**src/ecr_defines.vh**
```
// Register map, field positions, reset values and mode codes of the capture/compare channel.
`ifndef ECR_DEFINES_VH
`define ECR_DEFINES_VH
// ****************************************************************
// Register word addresses
// ****************************************************************
`define ECR_ADDR_W        3
`define ECR_OFF_VLOW      3'h0
`define ECR_OFF_VHIGH     3'h1
`define ECR_OFF_CTRL      3'h2
`define ECR_OFF_STATUS    3'h3
`define ECR_OFF_MASK      3'h4
`define ECR_OFF_TIMER     3'h5
// ****************************************************************
// Control fields and reset values
// ****************************************************************
`define ECR_MODE_MSB      3
`define ECR_MODE_LSB      0
`define ECR_DUTY_MSB      5
`define ECR_DUTY_LSB      4
`define ECR_OCFG_MSB      7
`define ECR_OCFG_LSB      6
`define ECR_CTRL_RST      8'h00
`define ECR_BYTE_RST      8'h00
`define ECR_STAT_CAP      0
`define ECR_STAT_CMP      1
// ****************************************************************
// Mode select codes
// ****************************************************************
`define ECR_M_OFF         4'h0
`define ECR_M_CMP_TGL     4'h2
`define ECR_M_CAP_FALL    4'h4
`define ECR_M_CAP_RISE    4'h5
`define ECR_M_CAP_RISE4   4'h6
`define ECR_M_CAP_RISE16  4'h7
`define ECR_M_CMP_SET     4'h8
`define ECR_M_CMP_CLR     4'h9
`define ECR_M_PWM_LO      4'hC
`endif

```
**src/ecr_edge_sync.v**
```verilog
// Two-stage pin synchroniser with edge detection for the channel input.
`timescale 1ns/10ps
module ecr_edge_sync (
  input  wire clk_i,
  input  wire rst_i,
  input  wire ce_i,
  input  wire pin_i,
  output wire rise_o,
  output wire fall_o
);
  reg meta_r;
  reg sync_r;
  reg last_r;
  // Only sync_r and last_r feed the edge logic, never the first stage.
  always @(posedge clk_i) begin
    if (rst_i) begin
      meta_r <= 1'b0;
      sync_r <= 1'b0;
      last_r <= 1'b0;
    end else if (ce_i) begin
      meta_r <= pin_i;
      sync_r <= meta_r;
      last_r <= sync_r;
    end
  end
  assign rise_o = ce_i & sync_r & ~last_r;
  assign fall_o = ce_i & ~sync_r & last_r;
endmodule

```
**src/ecr_channel.v**
```verilog
// Capture, compare and PWM channel with its value and control registers.
// Operation
// - Capture stores the timer count into low byte and high byte.
// - Compare target is high byte over low byte.
// - In PWM the low byte holds the eight upper duty bits software writes.
// - In PWM the high byte buffers the duty used for the running period.
// - Mode zero switches the channel off and resets all its state except the interrupt mask.
// - Mode 0100 captures the timer on every falling pin edge.
// - Mode 1000 drives pin low, then high and flags on compare match.
//
// The placing of the registers and the Avalon-MM register port are this design's own decisions.
`timescale 1ns/10ps
`include "ecr_defines.vh"
module ecr_channel (
  input  wire        clk_i,
  input  wire        rst_i,
  input  wire        ce_i,
  input  wire [2:0]  avs_address_i,
  input  wire        avs_read_i,
  input  wire        avs_write_i,
  input  wire [31:0] avs_writedata_i,
  input  wire [3:0]  avs_byteenable_i,
  output reg  [31:0] avs_readdata_o,
  output reg         avs_waitrequest_o,
  input  wire [15:0] timer_count_i,
  input  wire        period_end_i,
  input  wire        channel_pin_i,
  output reg         channel_pin_o,
  output reg         channel_pin_oe_o,
  output reg         output_a_o,
  output reg         irq_o
);
  // ****************************************************************
  // Registers
  // ****************************************************************
  reg  [7:0] value_low_byte_r;
  reg  [7:0] value_high_byte_r;
  reg  [1:0] duty_buf_low_r;
  reg  [7:0] ctrl_r;
  reg  [1:0] status_r;
  reg  [1:0] mask_r;
  reg  [3:0] prescale_r;
  reg        done_r;
  wire       pin_rise;
  wire       pin_fall;
  wire [3:0] mode_select = ctrl_r[`ECR_MODE_MSB:`ECR_MODE_LSB];

  // Pin edges reach the capture logic two clock edges after they occur and are captured at the third.
  ecr_edge_sync u_sync (
    .clk_i  (clk_i),
    .rst_i  (rst_i),
    .ce_i   (ce_i),
    .pin_i  (channel_pin_i),
    .rise_o (pin_rise),
    .fall_o (pin_fall)
  );

  function is_cap;
    input [3:0] m;
    begin
      is_cap = (m[3:2] == 2'b01);
    end
  endfunction

  function is_cmp;
    input [3:0] m;
    begin
      is_cmp = (m == `ECR_M_CMP_TGL) || (m[3:2] == 2'b10);
    end
  endfunction

  function is_pwm;
    input [3:0] m;
    begin
      is_pwm = (m[3:2] == 2'b11);
    end
  endfunction

  // ****************************************************************
  // Capture event
  // ****************************************************************
  reg cap_evt;
  always @* begin
    cap_evt = 1'b0;
    case (mode_select)
      `ECR_M_CAP_FALL:   cap_evt = pin_fall;
      `ECR_M_CAP_RISE:   cap_evt = pin_rise;
      `ECR_M_CAP_RISE4:  cap_evt = pin_rise & (prescale_r[1:0] == 2'h3);
      `ECR_M_CAP_RISE16: cap_evt = pin_rise & (prescale_r == 4'hF);
      default:           cap_evt = 1'b0;
    endcase
  end

  wire cmp_match = is_cmp(mode_select) &&
                   (timer_count_i == {value_high_byte_r, value_low_byte_r});
  wire cmp_evt   = cmp_match & ~done_r;
  wire [9:0] duty_now = {value_high_byte_r, duty_buf_low_r};

  wire bus_req  = avs_read_i | avs_write_i;
  // Writes land at the edge where the master sees waitrequest low, never at the request edge.
  wire wr_go    = avs_write_i & ~avs_waitrequest_o & ce_i & avs_byteenable_i[0];
  wire mode_wr  = wr_go && (avs_address_i == `ECR_OFF_CTRL);
  wire st_wr    = wr_go && (avs_address_i == `ECR_OFF_STATUS);
  wire [1:0] clr_bits = st_wr ? avs_writedata_i[1:0] : 2'h0;
  wire [3:0] new_mode = avs_writedata_i[3:0];

  // ****************************************************************
  // Channel state
  // ****************************************************************
  always @(posedge clk_i) begin
    if (rst_i) begin
      value_low_byte_r  <= `ECR_BYTE_RST;
      value_high_byte_r <= `ECR_BYTE_RST;
      duty_buf_low_r    <= 2'h0;
      ctrl_r            <= `ECR_CTRL_RST;
      status_r          <= 2'h0;
      mask_r            <= 2'h0;
      prescale_r        <= 4'h0;
      done_r            <= 1'b0;
      channel_pin_o     <= 1'b0;
      channel_pin_oe_o  <= 1'b0;
      output_a_o        <= 1'b0;
    end else if (ce_i) begin
      if (pin_rise && is_cap(mode_select)) begin
        prescale_r <= prescale_r + 4'h1;
      end
      if (cap_evt) begin
        value_low_byte_r  <= timer_count_i[7:0];
        value_high_byte_r <= timer_count_i[15:8];
      end
      if (cmp_evt) begin
        done_r <= 1'b1;
        case (mode_select)
          `ECR_M_CMP_SET: channel_pin_o <= 1'b1;
          `ECR_M_CMP_CLR: channel_pin_o <= 1'b0;
          `ECR_M_CMP_TGL: channel_pin_o <= ~channel_pin_o;
          default:        channel_pin_o <= channel_pin_o;
        endcase
      end
      // A match that persists raises one event; leaving the match rearms it.
      if (!cmp_match) begin
        done_r <= 1'b0;
      end
      // Reloading only at period end keeps a half-written duty from cutting a period short.
      // duty buffer reloads at period end.
      if (is_pwm(mode_select)) begin
        if (period_end_i) begin
          value_high_byte_r <= value_low_byte_r;
          duty_buf_low_r    <= ctrl_r[`ECR_DUTY_MSB:`ECR_DUTY_LSB];
        end
        output_a_o <= ({timer_count_i[7:0], 2'h0} < duty_now);
      end else begin
        output_a_o <= 1'b0;
      end
      // Event set beats a write-one clear in the same cycle.
      status_r <= (status_r & ~clr_bits) | {cmp_evt, cap_evt};
      if (wr_go) begin
        case (avs_address_i)
          `ECR_OFF_VLOW:  value_low_byte_r  <= avs_writedata_i[7:0];
          `ECR_OFF_VHIGH: value_high_byte_r <= avs_writedata_i[7:0];
          `ECR_OFF_CTRL:  ctrl_r            <= avs_writedata_i[7:0];
          `ECR_OFF_MASK:  mask_r            <= avs_writedata_i[1:0];
          default:        mask_r            <= mask_r;
        endcase
      end
      if (mode_wr) begin
        prescale_r <= 4'h0;
        done_r     <= 1'b0;
        channel_pin_oe_o <= (new_mode != `ECR_M_OFF) && !is_cap(new_mode);
        if (new_mode == `ECR_M_CMP_SET) begin
          channel_pin_o <= 1'b0;
        end
        if (new_mode == `ECR_M_CMP_CLR) begin
          channel_pin_o <= 1'b1;
        end
        // The mask stays, so software keeps its interrupt choice across mode zero.
        // mode zero resets the channel.
        if (new_mode == `ECR_M_OFF) begin
          value_low_byte_r  <= `ECR_BYTE_RST;
          value_high_byte_r <= `ECR_BYTE_RST;
          duty_buf_low_r    <= 2'h0;
          ctrl_r            <= `ECR_CTRL_RST;
          status_r          <= 2'h0;
          channel_pin_o     <= 1'b0;
          output_a_o        <= 1'b0;
        end
      end
    end
  end

  // ****************************************************************
  // Avalon slave: one wait cycle, then the answer
  // ****************************************************************
  always @(posedge clk_i) begin
    if (rst_i) begin
      avs_waitrequest_o <= 1'b1;
      avs_readdata_o    <= 32'h0000_0000;
      irq_o             <= 1'b0;
    end else if (ce_i) begin
      irq_o <= |(status_r & mask_r);
      // Every request waits exactly one cycle, so reads and writes share one timing.
      if (bus_req && avs_waitrequest_o) begin
        avs_waitrequest_o <= 1'b0;
        case (avs_address_i)
          `ECR_OFF_VLOW:   avs_readdata_o <= {24'h000000, value_low_byte_r};
          `ECR_OFF_VHIGH:  avs_readdata_o <= {24'h000000, value_high_byte_r};
          `ECR_OFF_CTRL:   avs_readdata_o <= {24'h000000, ctrl_r};
          `ECR_OFF_STATUS: avs_readdata_o <= {30'h0, status_r};
          `ECR_OFF_MASK:   avs_readdata_o <= {30'h0, mask_r};
          `ECR_OFF_TIMER:  avs_readdata_o <= {16'h0000, timer_count_i};
          default:         avs_readdata_o <= 32'h0000_0000;
        endcase
      end else begin
        avs_waitrequest_o <= 1'b1;
      end
    end
  end
endmodule

```
**config.mk**
```make
export PLATFORM = sky130hd
export DESIGN_NAME = ecr_channel
export DESIGN_NICKNAME = d
export VERILOG_FILES = /design/src/ecr_edge_sync.v /design/src/ecr_channel.v
export VERILOG_INCLUDE_DIRS = /design/src /design/src/src
export SDC_FILE = /design/constraint.sdc
export NUM_CORES = 1
export LEC_CHECK = 0
export BUFFER_PORTS_ARGS = -buffer_cell sky130_fd_sc_hd__buf_2
export CORE_ASPECT_RATIO = 0.75
export CORE_MARGIN = 10
export CORE_UTILIZATION = 53
export DETAILED_ROUTE_END_ITERATION = 8
export PLACE_DENSITY = 0.81
export SYNTH_ARGS = -nofsm -noshare
export SYNTH_HDL_FRONTEND = slang
export SYNTH_HIERARCHICAL = 1
export SYNTH_SLANG_ARGS = --single-unit
```
**constraint.sdc**
```tcl
create_clock -name clk_i -period 2.2 [get_ports clk_i]
set_input_delay 0.55 -clock clk_i [delete_from_list [all_inputs] [get_ports clk_i]]
set_output_delay 0.55 -clock clk_i [all_outputs]
set_load 0.1 [all_outputs]
```
==> metrics.yaml <==
synth_edf_count: 0
clock_skew_ps: 4.62
numCtsBuffers: 9
cts_tree: "yes"
internal_power_mw: 1.66
final_cell_mix: "59 x dfxtp_1, 55 x buf_2, 37 x nor2_1, 31 x o21ai_0, 27 x a21oi_1"
dr.first_iter.drc_count: 476
root_buffer: "clkbuf_8"
vias_per_cell: 6.36
drv_slew: 0
fmax_mhz: 529
endpoint_kind: "flop"
finalPower_mw: 2.50
antenna_found_initial: 0
ant_nets: 0
layout-drive-gt1-share: 0.202
grt_pass1_wl_mm: 18.3
firstDrtPassIters: 6
yosys-mux-area-fraction: 0.0408
p_per_area_nw_per_um2: 618
htree_num_levels: 3
synth_top_family_by_area: "compound AO/OA/AOI/OAI gates"
routed_wl_mm: 11.2
p_leak_nw: 1.58
fin_tns_setup_ps: 0
start_util: 0.553
worst_pin_slew_ps: 675
fin_nets: 561
pwr-share-seq: 0.438
die_area_um2: 10400
drc: 0
cp.required_ps: 2470
grt_pass1_vias: 3500
synth-seq-area-share: 0.335
numPortBuffers: 55
fin_ws_ps: 309
hold_path_class: "in2reg"
maxCapViolCount: 0
fin_crit_sh: 0.859
grt.total_usage: 0.215
place_congestion: 0.959
synthAdderAreaFrac: 0.0319
synth-compound-area-share: 0.266
dp_hpwl_mm: 8.31
ir_drop_mv: 0.354
final_common_cell: "dfxtp_1"
holdWs_ps: 449
netlist_area_um2: 3530
fillers: 568
grt_start_max_net_pins: 48
synthCells: 433
n_antenna_cell: 0
arrival_ps: 2160
hold_viol: 0
setup_viol: 0
die_h_um: 90.7
cts_buffer_depth: 2
synth_xor_area_frac: 0.0447
post-cts-setup-buffer-count: 0
avgRoutedWirePerCell_um: 19.4
netSwitchingPower_uw: 839
ys_ff_latch: 59
postCtsHoldBufs: 0
clkTransAtPathRegs_ps: 60
worstPathMaxFanout: 14
clkPwrFrac: 0.360
critPathLaunchType: "input port"
coreArea_um2: 6380
crit_type: "in2reg"
postCtsResizedCells: 0
dieWidth_um: 114
final_core_util: 0.634
ios: 99
rsz0062_at_grt: "false"
postSynthAreaPerCell_um2: 8.15
yosys_warnings: 6
p_sw_frac: 0.335
period_minus_slack_ps: 1890
async_flop_share: 0
status: "completed"
pre_cts_ws_ps: 72.1
vias: 3664
rows: 25
synthFlopType: "dfxtp_1"
grt.overflow.total: 0
relSlewSlack: 0.548
clk_latency_ps: 350
cts_num_sinks: 59
area_growth_pct: 14.7
synth_cell_type_count: 55
synth-simple-area-share: 0.192
pwr-share-comb: 0.202
layout make-up:
class | count | area (µm²) | area share
clock inverter | 2 | 10.0 | 0.00247
multi-input combinational | 330 | 2090 | 0.516
sequential | 59 | 1180 | 0.292
tap | 81 | 101 | 0.0250
inverter | 13 | 48.8 | 0.0121
clock buffer | 14 | 163 | 0.0402
timing repair buffer | 77 | 453 | 0.112
power by group through the flow:
| stage | combinational [mW] | sequential (mW) | clock [mW] |
|---|---|---|---|
| after floorplan | 0.280 | 1.23 | 0 |
| after global placement | 0.490 | 1.12 | 0 |
| after detailed placement | 0.494 | 1.12 | 0 |
| after CTS | 0.496 | 1.10 | 0.912 |
| after global routing | 0.528 | 1.10 | 0.969 |
| final | 0.505 | 1.10 | 0.901 |
synth_stat cells, drive strengths merged (3+ instances only):
cell type	instances	area, µm²
a2bb2oi	9	78.8
nor3	11	65.1
ha	9	113
nand2	26	97.6
nor2b	3	18.8
or4	3	22.5
a22oi	14	105
o21ai	34	170
o21bai	3	22.5
buf	33	215
xnor2	16	140
o22ai	15	93.8
a22o	4	35.0
a211oi	8	60.1
a21oi	27	135
mux2	3	33.8
dfxtp	59	1180
nand3	23	115
clkbuf	13	48.8
a311oi	8	70.1
mux2i	11	110
and3	5	31.3
nand2b	6	45.0
a31oi	5	31.3
nand4	7	43.8
nor2	37	139
inv	13	48.8
worst paths after layout:
| kind | startpoint | to | slack, ps | cells past startpoint |
|---|---|---|---|---|
| setup / recovery | ce_i | value_high_byte_r[0] | 310 | 6 |
| setup reg to reg | value_high_byte_r[0] | output_a_o | 400 | 7 |
| hold / removal | channel_pin_i | u_sync/meta_r | 450 | 3 |
| hold reg to reg | duty_buf_low_r[0] | duty_buf_low_r[0] | 460 | 2 |
stage by stage:
stage,std cells,cell area [µm²]
floorplan,448,3580
finish,576,4050
global placement,560,3870
CTS,576,4050
global route,576,4050
detailed placement,560,3870
critical path, cell delays in order:
cell and delay, ps:
buf_2 220, buf_4 250, nand2b_1 130, a21oi_1 520
o21ai_0 250, o22ai_1 230
cell families (layout without fill, tap and decap cells):
logic type | Yosys count | count (layout)
multiplexers | 14 | 14
AND/OR/NAND/NOR | 131 | 131
buffers and inverters | 59 | 106
flip-flops | 59 | 59
adder cells (fa/ha/maj) | 9 | 9
XOR/XNOR | 18 | 18
AO/OA/AOI/OAI | 142 | 142
other | 1 | 16
registers in the layout, indices dropped and copies added, names as in the netlist, 2 cells and up:
| register | flops |
|---|---|
| duty_buf_low_r | 2 |
| avs_readdata_o | 16 |
| prescale_r | 4 |
| status_r | 2 |
| mask_r | 2 |
| value_low_byte_r | 8 |
| value_high_byte_r | 8 |
| ctrl_r | 8 |
metal layers:
metal / vias to the layer above / GRT usage / share of wire
met1: 1719 / 0.298 / 0.43
met4: 0 / 0.0458 / 0.012
li1: 1680 / - / -
met5: - / 0 / 0
met2: 241 / 0.311 / 0.43
met3: 24 / 0.0730 / 0.13
Power figures use the tool's default switching activity.
